===== config.mk =====
export PLATFORM = sky130hd
export DESIGN_NAME = iasq_device_flat
export DESIGN_NICKNAME = d
export VERILOG_FILES = /design/src/iasq_pkg.sv /design/src/iasq_link_if.sv /design/src/iasq_device.sv /design/src/flat_wrapper.sv
export VERILOG_INCLUDE_DIRS = /design/src
export SDC_FILE = /design/constraint.sdc
export NUM_CORES = 1
export LEC_CHECK = 0
export CAP_MARGIN = 30
export CORE_ASPECT_RATIO = 0.8
export CORE_UTILIZATION = 45
export DETAILED_ROUTE_END_ITERATION = 12
export DONT_BUFFER_PORTS = 1
export PLACE_DENSITY = 0.64
export SLEW_MARGIN = 5
export SYNTH_ARGS = -nofsm -noshare
export SYNTH_HDL_FRONTEND = slang
export SYNTH_SLANG_ARGS = --single-unit

===== constraint.sdc =====
create_clock -name core_clk_i -period 47.8 [get_ports core_clk_i]
set_clock_uncertainty 0.15 [all_clocks]
set_input_delay 4.78 -clock core_clk_i [delete_from_list [all_inputs] [get_ports core_clk_i]]
set_output_delay 4.78 -clock core_clk_i [all_outputs]
set_load 0.1 [all_outputs]

===== src/iasq_cfg.svh =====
`ifndef IASQ_CFG_SVH
`define IASQ_CFG_SVH

// source count and widths
`define IASQ_N_SRC          16
`define IASQ_LVL_W          4
`define IASQ_CODE_W         12
`define IASQ_ADDR_W         32

// source classes, two bits per source
`define IASQ_CLS_PIN        2'h0
`define IASQ_CLS_PER_FAST   2'h1
`define IASQ_CLS_PER_SLOW   2'h2
`define IASQ_CLS_NMI        2'h3

// decision times in half peripheral cycles, as printed
`define IASQ_T_PIN_HALF     7
`define IASQ_T_FAST_HALF    3
`define IASQ_T_SLOW_HALF    6
`define IASQ_T_NMI_HALF     1
// least time rounds up to whole peripheral cycles
`define IASQ_CYC(h)         (((h) + 1) / 2)

// event code layout
`define IASQ_EVT_BASE       12'h200
`define IASQ_EVT2_BASE      12'h800
`define IASQ_EVT_STEP       12'h020

// status word field positions and reset value
`define IASQ_SR_MASK_LSB    0
`define IASQ_SR_HOLD_BIT    8
`define IASQ_SR_PRIV_BIT    9
`define IASQ_SR_BANK_BIT    10
`define IASQ_SR_RESET       32'h0000070f

// handler entry offset from the vector base
`define IASQ_ENTRY_OFS      32'h00000600

`endif


===== src/iasq_pkg.sv =====
package iasq_pkg;

   // selection result of one evaluation
   typedef struct packed
   {
      logic       valid;
      logic       nmi;
      logic [7:0] idx;
      logic [3:0] level;
   } iasq_pick_t;

   // acceptance sequencer states
   typedef enum logic [1:0]
   {
      IASQ_IDLE   = 2'b00,
      IASQ_SETTLE = 2'b01,
      IASQ_READY  = 2'b10
   } iasq_state_t;

endpackage


===== src/iasq_link_if.sv =====
`timescale 1ns/1ps
interface iasq_link_if;
   logic        irq_req;            // request forwarded to cpu
   logic [3:0]  irq_level;          // level of forwarded request
   logic        irq_nmi;            // forwarded request is non-maskable
   logic [11:0] event_code;         // first event code register
   logic [11:0] event_code_second;  // second event code register
   logic [3:0]  mask_level;         // cpu mask level field
   logic        hold_flag;          // cpu exception hold flag
   logic        take;               // cpu took the request, one cycle

   modport dev
   (
      output irq_req,
      output irq_level,
      output irq_nmi,
      output event_code,
      output event_code_second,
      input  mask_level,
      input  hold_flag,
      input  take
   );

   modport cpu
   (
      input  irq_req,
      input  irq_level,
      input  irq_nmi,
      input  event_code,
      input  event_code_second,
      output mask_level,
      output hold_flag,
      output take
   );
endinterface


===== src/iasq_device.sv =====
`timescale 1ns/1ps
`include "iasq_cfg.svh"
module iasq_device
#(
   parameter int                 N_SRC     = `IASQ_N_SRC,
   parameter logic [2*N_SRC-1:0] SRC_CLASS = '0,
   parameter logic [11:0]        EVT_BASE  = `IASQ_EVT_BASE,
   parameter logic [11:0]        EVT2_BASE = `IASQ_EVT2_BASE
)
(
   input  wire logic               core_clk_i,                // peripheral clk
   input  wire logic               rst_n_i,                   // async reset
   input  wire logic [N_SRC-1:0]   src_req_i,                 // async requests
   input  wire logic [4*N_SRC-1:0] priority_setting_regs_i,   // 4b per source
   iasq_link_if.dev                link,                      // cpu side
   output logic                    pending_indicator_pin_n_o, // low = pending
   output logic [11:0]             event_code_reg_o,          // event code
   output logic [11:0]             event_code_reg_second_o    // second code
);
   import iasq_pkg::*;

   localparam logic [2:0] LAT_PIN  = 3'(`IASQ_CYC(`IASQ_T_PIN_HALF));
   localparam logic [2:0] LAT_FAST = 3'(`IASQ_CYC(`IASQ_T_FAST_HALF));
   localparam logic [2:0] LAT_SLOW = 3'(`IASQ_CYC(`IASQ_T_SLOW_HALF));
   localparam logic [2:0] LAT_NMI  = 3'(`IASQ_CYC(`IASQ_T_NMI_HALF));

   // class of one source
   function automatic logic [1:0] src_class(input logic [7:0] idx);
      src_class = SRC_CLASS[2*idx +: 2];
   endfunction

   // decision latency of a source, in peripheral cycles
   function automatic logic [2:0] src_latency(input logic [7:0] idx);
      logic [1:0] cls;
      cls = src_class(idx);
      unique case (cls)
         `IASQ_CLS_PIN:      src_latency = LAT_PIN;
         `IASQ_CLS_PER_FAST: src_latency = LAT_FAST;
         `IASQ_CLS_PER_SLOW: src_latency = LAT_SLOW;
         `IASQ_CLS_NMI:      src_latency = LAT_NMI;
      endcase
   endfunction

   // pick the winner: nmi first, then level, ties to lowest index
   function automatic iasq_pick_t pick_winner
   (
      input logic [N_SRC-1:0]   req,
      input logic [4*N_SRC-1:0] prio
   );
      iasq_pick_t best;
      logic [3:0] lvl;
      logic       is_nmi;
      best = '0;
      for (int i = 0; i < N_SRC; i++)
      begin
         lvl    = prio[4*i +: 4];
         is_nmi = (src_class(8'(i)) == `IASQ_CLS_NMI);
         if (req[i] && !best.nmi && (is_nmi || lvl > best.level))
         begin
            best.valid = 1'b1;
            best.nmi   = is_nmi;
            best.idx   = 8'(i);
            best.level = lvl;
         end
      end
      pick_winner = best;
   endfunction

   // event code of a source
   function automatic logic [11:0] code_of
   (
      input logic [11:0] base,
      input logic [7:0]  idx
   );
      code_of = 12'(base + 12'(idx) * `IASQ_EVT_STEP);
   endfunction

   // two-flop synchronisers for the request lines
   logic [N_SRC-1:0] req_meta;
   logic [N_SRC-1:0] req_sync;

   always_ff @(posedge core_clk_i or negedge rst_n_i)
   begin
      if (!rst_n_i)
      begin
         req_meta <= '0;
         req_sync <= '0;
      end
      else
      begin
         req_meta <= src_req_i;
         req_sync <= req_meta;
      end
   end

   // state of the selection
   iasq_pick_t  cur;
   iasq_state_t state;
   logic [2:0]  settle_cnt;
   logic        irq_req;
   logic [3:0]  irq_level;
   logic        irq_nmi;
   logic [7:0]  taken_idx;
   logic [11:0] evt;
   logic [11:0] evt2;

   // combinational decision, redone every clock
   wire iasq_pick_t pick       = pick_winner(req_sync,
                                             priority_setting_regs_i);
   wire logic       pick_moved = (pick != cur);
   wire logic [2:0] pick_lat   = src_latency(pick.idx);
   wire logic       above_mask = cur.nmi ||
                                 (cur.level > link.mask_level);
   wire logic       accept_w   = (state == IASQ_READY) && cur.valid &&
                                 above_mask;
   wire logic       new_source = accept_w && (!irq_req ||
                                              cur.idx != taken_idx);

   // next state of the settle sequencer
   iasq_state_t next_state;
   logic [2:0]  next_cnt;

   always_comb
   begin
      next_state = state;
      next_cnt   = settle_cnt;
      if (!pick.valid)
      begin
         next_state = IASQ_IDLE;
         next_cnt   = '0;
      end
      else if (pick_moved)
      begin
         // a new winner restarts the decision interval
         next_state = IASQ_SETTLE;
         next_cnt   = 3'(pick_lat - 3'h1);
      end
      else
      begin
         unique case (state)
            IASQ_IDLE:
            begin
               next_state = IASQ_SETTLE;
               next_cnt   = 3'(pick_lat - 3'h1);
            end
            IASQ_SETTLE:
            begin
               if (settle_cnt == 3'h0)
                  next_state = IASQ_READY;
               else
                  next_cnt = 3'(settle_cnt - 3'h1);
            end
            IASQ_READY:
               next_state = IASQ_READY;
            default:
               next_state = IASQ_IDLE;
         endcase
      end
   end

   // selection and sequencer registers
   always_ff @(posedge core_clk_i or negedge rst_n_i)
   begin
      if (!rst_n_i)
      begin
         cur        <= '0;
         state      <= IASQ_IDLE;
         settle_cnt <= '0;
      end
      else
      begin
         cur        <= pick;
         state      <= next_state;
         settle_cnt <= next_cnt;
      end
   end

   // request toward the cpu, dropped one edge after the selection is cleared or masked
   always_ff @(posedge core_clk_i or negedge rst_n_i)
   begin
      if (!rst_n_i)
      begin
         irq_req                   <= 1'b0;
         irq_level                 <= '0;
         irq_nmi                   <= 1'b0;
         pending_indicator_pin_n_o <= 1'b1;
      end
      else
      begin
         irq_req                   <= accept_w;
         irq_level                 <= cur.level;
         irq_nmi                   <= cur.nmi;
         // hold flag deliberately not looked at here
         pending_indicator_pin_n_o <= !accept_w;
      end
   end

   // event codes load once per newly accepted source
   always_ff @(posedge core_clk_i or negedge rst_n_i)
   begin
      if (!rst_n_i)
      begin
         evt       <= '0;
         evt2      <= '0;
         taken_idx <= '0;
      end
      else if (new_source)
      begin
         evt       <= code_of(EVT_BASE, cur.idx);
         evt2      <= code_of(EVT2_BASE, cur.idx);
         taken_idx <= cur.idx;
      end
   end

   // codes stay readable after the request drops
   assign link.irq_req           = irq_req;
   assign link.irq_level         = irq_level;
   assign link.irq_nmi           = irq_nmi;
   assign link.event_code        = evt;
   assign link.event_code_second = evt2;
   assign event_code_reg_o        = evt;
   assign event_code_reg_second_o = evt2;

endmodule


===== src/flat_wrapper.sv =====
// flat-port wrapper written by rule: the top's interface ports become plain ports
module iasq_device_flat import iasq_pkg::*;
#(
   parameter int                 N_SRC     = `IASQ_N_SRC,
   parameter logic [2*N_SRC-1:0] SRC_CLASS = '0,
   parameter logic [11:0]        EVT_BASE  = `IASQ_EVT_BASE,
   parameter logic [11:0]        EVT2_BASE = `IASQ_EVT2_BASE
)
  (core_clk_i, rst_n_i, src_req_i, priority_setting_regs_i, pending_indicator_pin_n_o, event_code_reg_o, event_code_reg_second_o, link_irq_req, link_irq_level, link_irq_nmi, link_event_code, link_event_code_second, link_mask_level, link_hold_flag, link_take);
  iasq_link_if link_i ();
  input  wire logic core_clk_i;
  input  wire logic rst_n_i;
  input  wire logic [N_SRC-1:0] src_req_i;
  input  wire logic [4*N_SRC-1:0] priority_setting_regs_i;
  output logic pending_indicator_pin_n_o;
  output logic [11:0] event_code_reg_o;
  output logic [11:0] event_code_reg_second_o;
  output wire logic [$bits(link_i.irq_req)-1:0] link_irq_req;
  output wire logic [$bits(link_i.irq_level)-1:0] link_irq_level;
  output wire logic [$bits(link_i.irq_nmi)-1:0] link_irq_nmi;
  output wire logic [$bits(link_i.event_code)-1:0] link_event_code;
  output wire logic [$bits(link_i.event_code_second)-1:0] link_event_code_second;
  input wire logic [$bits(link_i.mask_level)-1:0] link_mask_level;
  input wire logic [$bits(link_i.hold_flag)-1:0] link_hold_flag;
  input wire logic [$bits(link_i.take)-1:0] link_take;
  assign link_irq_req = link_i.irq_req;
  assign link_irq_level = link_i.irq_level;
  assign link_irq_nmi = link_i.irq_nmi;
  assign link_event_code = link_i.event_code;
  assign link_event_code_second = link_i.event_code_second;
  assign link_i.mask_level = link_mask_level;
  assign link_i.hold_flag = link_hold_flag;
  assign link_i.take = link_take;
  iasq_device #(.N_SRC(N_SRC), .SRC_CLASS(SRC_CLASS), .EVT_BASE(EVT_BASE), .EVT2_BASE(EVT2_BASE)) u_core (.core_clk_i(core_clk_i), .rst_n_i(rst_n_i), .src_req_i(src_req_i), .priority_setting_regs_i(priority_setting_regs_i), .link(link_i), .pending_indicator_pin_n_o(pending_indicator_pin_n_o), .event_code_reg_o(event_code_reg_o), .event_code_reg_second_o(event_code_reg_second_o));
endmodule

## Yosys cells after proc, flatten, opt, wreduce, memory -nomap -nowiden

Index checks and enable logic that the tools add are counted.

- Register bits: 90
- Latch bits: 0
- Memory bits (writable): 0
- Memory bits (read-only): 0
- Input port bits: 88
- Output and inout port bits: 55
- Word-level logic and storage cells: 129
- Memories kept: 0

- Add/subtract/negate cells: 4
- Multiply operators: 0
- Divide/modulo/power cells: 0
- Magnitude comparators: 17
- Equality and inequality tests: 10
- Shifts and indexed selects: 1
- Muxes and demuxes: 25
- Bitwise operators: 0
- Reductions and logical operators: 57

Operators by type and width:

| kind | count |
|---|---|
| 14-bit two-way mux | 16 |
| 4-bit > comparator | 16 |
| 1-bit logical AND | 34 |
| 32-bit by 10-bit indexed part select with 2-bit output, first input constant | 1 |
| 1-bit logical NOT | 17 |
| 14-bit != test | 1 |
| 10-bit by 12-bit adder with 12-bit output, first input constant | 1 |
| 12-bit adder, first input constant | 1 |
| 4-bit != test, second input constant | 3 |
| 3-bit case mux with 4 select lines | 1 |
| 3-bit two-way mux | 3 |
| 8-bit != test | 1 |
| 2-bit equality test, second input constant | 3 |
| 2-bit two-way mux | 3 |
| 2-bit case mux with 3 select lines | 1 |
| 3-bit case mux with 2 select lines | 1 |
| 3-bit by 1-bit subtractor with 3-bit output, second input constant | 2 |
| 2-bit by 1-bit equality test with 1-bit output, second input constant | 2 |
| 4-bit by 1-bit > comparator with 1-bit output, second input constant | 1 |
| 2-bit logical NOT | 2 |
| 3-bit logical NOT | 1 |
| 1-bit logical OR | 2 |
| 2-bit AND reduction | 1 |

## Depth between registers and ports, before layout

- Depth after elaboration: 70
- Mapped depth: 145
- Mapped depth without buffers: 141

## Worst setup path after synthesis

No wires, ideal clock.

- Path kind: input to register
- Start point: in priority_setting_regs_i[1]
- End point: reg u_core.settle_cnt[0]
- Setup time: 119 ps
- Data arrival time: 28294 ps
- Required time: 47531 ps
- Setup slack: 19238 ps
- Stages: 123
- Path buffers: 3
- Cell sequence: nand2_1 ha_1 nor2b_1 o211ai_2 a21oi_1 mux2_2 ha_1 inv_1 a21o_1 a311o_1 o211ai_1 nor2_1 mux2i_1 ha_1 a21o_1 o2111ai_1 nand2_1 nand2_1 [87 not listed] inv_1 ha_1 inv_1 nor3b_1 a221oi_2 a211o_2 buf_6 a21oi_1 ha_1 a21oi_1 nor2b_1 o311ai_0 nand2_1 a2111o_1 o211a_1 mux2i_1 o2111ai_2 o21a_1

RTL lines:

| what | RTL line | source |
|---|---|---|
| from (decl) | flat_wrapper.sv:14 | `input wire logic [4*N_SRC-1:0] priority_setting_regs_i;` |
| to (signal assigned) | iasq_device.sv:174 | `settle_cnt <= next_cnt;` |
| to (decl) | iasq_device.sv:99 | `logic [2:0] settle_cnt;` |

## Worst setup path in the final report

- Start point: in priority_setting_regs_i[1]
- End point: reg u_core.settle_cnt[1]

- Word-level cells in the longest chain between the ends: 69
- Elaborated cells between the ends (all ways): 90
- Classes of those cells: 1 x add/sub; 16 x order compare; 6 x eq/ne; 1 x shift; 20 x mux; 46 x reduce/logical

Ends and longest elaborated chain:

| what | RTL line | source |
|---|---|---|
| 4-bit by 1-bit > comparator with 1-bit output | iasq_device.sv:58 | `if (req[i] && !best.nmi && (is_nmi \|\| lvl > best.level))` |
| 1-bit logical AND | iasq_device.sv:58 |  |
| 14-bit two-way mux * | iasq_device.sv:58 |  |
| 4-bit > comparator | iasq_device.sv:58 |  |
| 1-bit logical AND | iasq_device.sv:58 |  |
| 14-bit two-way mux * | iasq_device.sv:58 |  |
| branches (longest 3 deep; another with 4-bit > comparator) | n/a |  |
| 14-bit two-way mux * | iasq_device.sv:58 |  |
| [51 not listed] | n/a |  |
| 14-bit two-way mux * | iasq_device.sv:58 |  |
| 32-bit by 10-bit indexed part select with 2-bit output | iasq_device.sv:29 | `src_class = SRC_CLASS[2*idx +: 2];` |
| 2-bit equality test (tied with other cells) | iasq_device.sv:36 | `unique case (cls)` |
| 3-bit case mux with 4 select lines | iasq_device.sv:36 |  |
| 3-bit by 1-bit subtractor with 3-bit output | iasq_device.sv:136, iasq_device.sv:144 |  |
| 3-bit case mux with 2 select lines | iasq_device.sv:140 | `unique case (state)` |
| 3-bit two-way mux | iasq_device.sv:132 | `else if (pick_moved)` |
| 3-bit two-way mux | iasq_device.sv:127 | `if (!pick.valid)` |

Mark *: on every way between the ends.
A chain may end at the register's enable or synchronous reset.

==> run_results.csv <==
group,metric,value,unit
cts,cts_root_buffer,"clkbuf_16",
synth,synth-seq-cells,57,
critical_path,cpMostUsedCell,"ha_1",
synth,synthArstFlopShare,100,%
place,placed_cell_area,6040,µm²
critical_path,critical-path-max-stage-delay,520,ps
sta,grt_setup_unrepaired,"false",
grt,grt.overflow.total,0,
drt,drt_first_iter_violations,296,
critical_path,start_kind,"input port",
drt,post_drt_wl_per_cell,15.6,µm
sta,finalSetupViolCount,0,
synth,synth_area_per_cell,8.30,µm²
critical_path,critPathKind,"in -> reg",
critical_path,crit_fanout,13,
synth,ys.flop_type,"dfrtp_1",
sta,fin_crit_sh,66.7,%
grt,grt_pass1_vias,4904,
synth,yosysUniqueCellTypes,95,
drt,wl,13.9,mm
sta,tns,0,ps
critical_path,worst-path-buf-inv,13,
die,die_area,13700,µm²
cts,cts_setup_buffers,0,
grt,antenna_found_initial,0,
die,die_h,105,µm
cts,cts_max_path_buffers,2,
drt,drc,2,
cts,cts_made_buffers,9,
final_layout,n_fill_cell,1223,
synth,synth_warnings,0,
flow_run,maxCapViolations,0,
drt,first_pass_iters,9,
place,place_congestion,0.913,
cts,clock_sinks,57,
grt,grt_max_degree,58,
grt,grt_pass1_wl,23.2,mm
final_layout,syn_to_final_growth,7.34,%
final_layout,antenna_cells,0,
sta,drv_slew,0,
critical_path,cp-end-kind,"flop",
critical_path,cp.arrival,31920,ps
cts,hold_buffers,0,
critical_path,crit_required,47860,ps
synth,netlist_instances,717,
grt,grt.total_usage,21.1,%
synth,synth_area,5950,µm²
final_layout,final_cell_area,6390,µm²
cts,cts.reportedPaths.clkPinSlew,50,ps
critical_path,slowest_stage,"a41oi_1",
die,core-area,12900,µm²
place,dp_hpwl,11.0,mm
die,fp.dieW,131,µm
drt,viasPerCell,5.72,
die,io-pin-count,143,
cts,cts_resized,0,
drt,vias,5073,
status,status,"complete, but fails checks",
cts,cts_tree,"built",
critical_path,crit_family,"compound AO/OA/AOI/OAI gates",
cts,clkLatencyLatePin,320,ps
sta,slew_headroom,37.1,%
sta,fin_crit,31860,ps
sta,fmax,31.4,MHz
final_layout,layout-drive-gt1-share,11.2,%
die,start_util,46.2,%
synth,yosysSeqAreaShare,24.0,%
drt,ant_nets,0,
place,port_buffers,0,
die,num_rows,37,
final_layout,final_nets,848,
synth,synth_edf_count,0,
sta,worstMarginPinSlew,943,ps
status,violations,"DRC",
sta,hold_violations,0,
hold_path,hp-class,"reg -> reg",
cts,htreeDepth,3,
==> worst paths after layout <==
path	from	endpoint	slack, ps	cells after the start
worst max-delay path	priority_setting_regs_i[1]	u_core.settle_cnt[1]	15940	124
worst min-delay path	u_core.req_meta[15]	u_core.req_sync[15]	200	0
worst max register to register	u_core.req_sync[0]	u_core.settle_cnt[1]	19840	124
worst min register to register	u_core.req_meta[15]	u_core.req_sync[15]	200	0
max in group asynchronous	rst_n_i	u_core.pending_indicator_pin_n_o	43320	0
min in group asynchronous	rst_n_i	u_core.req_meta[15]	4000	0
==> cells in the final DEF (no fill, tap or decap), drive strengths merged, types with 5 or more instances in the layout <==
cell	n
o31a	5
mux2	18
xnor2	7
buf	6
nor3b	5
clkbuf	9
o211ai	12
nand4	5
dfrtp	56
and2	8
o21a	10
nand2	69
ha	53
o211a	5
a21oi	43
nor2b	12
nand3	19
a211oi	8
inv	78
mux2i	16
a21o	13
o21ai	39
conb	29
o2111ai	8
and3	14
xor2	7
nor3	17
nor2	50
==> synthesized netlist by cell type (9+ instances only) <==
library cell | n | share of area (%)
a21o_1 | 13 | 1.6
a21oi_1 | 40 | 3.4
and3_1 | 14 | 1.5
buf_4 | 44 | 5.6
dfrtp_1 | 56 | 24
ha_1 | 53 | 11
inv_1 | 78 | 4.9
mux2_2 | 13 | 2.5
mux2i_1 | 16 | 2.7
nand2_1 | 69 | 4.4
nand3_1 | 19 | 1.6
nor2_1 | 49 | 3.1
nor2b_1 | 12 | 1.3
nor3_1 | 16 | 1.3
o211ai_1 | 9 | 1.1
o21a_1 | 10 | 1.3
o21ai_0 | 31 | 2.6
==> per-layer routing <==
| metal | GRT usage (%) | share of wire (%) |
|---|---|---|
| met1 | 29.2 | 48 |
| met5 | 0 | 0 |
| met2 | 33.6 | 45 |
| met3 | 4.45 | 5.8 |
| met4 | 4.52 | 0.83 |
==> layout make-up <==
class | instances | area (µm²) | share of cell area (%)
Inverter | 78 | 293 | 4.58
Clock buffer | 9 | 225 | 3.53
Timing Repair Buffer | 6 | 145 | 2.27
Multi-Input combinational cell | 555 | 3940 | 61.7
Tap cell | 175 | 219 | 3.43
Clock inverter | 7 | 119 | 1.86
Sequential cell | 57 | 1450 | 22.6
==> sequential cells by signal (all words and copies together) (netlist names) <==
name,count
u_core.cur,9
u_core.link.irq_req,1
u_core.taken_idx,3
u_core.link.irq_level,4
u_core.settle_cnt,3
u_core.req_meta,16
u_core.state,2
u_core.event_code_reg_o,2
u_core.req_sync,16
u_core.pending_indicator_pin_n_o,1
==> kinds of logic (layout without fill, tap and decap cells) <==
family | count (synthesis) | count (layout) | synth area share (%)
simple gates | 218 | 218 | 18.0
other cells | 1 | 29 | 0.0630
buf+inv | 133 | 100 | 11.6
compound gates | 205 | 205 | 26.4
flops | 57 | 57 | 24.0
mux | 34 | 34 | 6.35
xor+xnor | 14 | 14 | 2.19
fa+ha+maj | 55 | 55 | 11.5
==> worst register-to-register path, delay by kind of cell, from the launching register on <==
kind            cells  cell delay, ps
flops               1             480
mux                12            3860
simple gates       26            4780
buf+inv            13            1170
fa+ha+maj          16            4450
compound gates     57           12980
==> per-stage QoR <==
step | std cells | setup slack, ps | utilization, % | hold slack, ps
2_1_floorplan | 745 | 19240 | - | 181
3_3_place_gp | 866 | 16440 | 45.9 | 183
3_5_place_dp | 871 | 15960 | 46.9 | 185
4_1_cts | 887 | 16140 | 49.6 | 197
5_1_grt | 887 | 13340 | 49.6 | 203
6_report | 887 | 15940 | 49.6 | 196
Power is left out: the tool's default activity adds up to more than one toggle a clock period on the data nets, which glitch-free logic cannot reach.
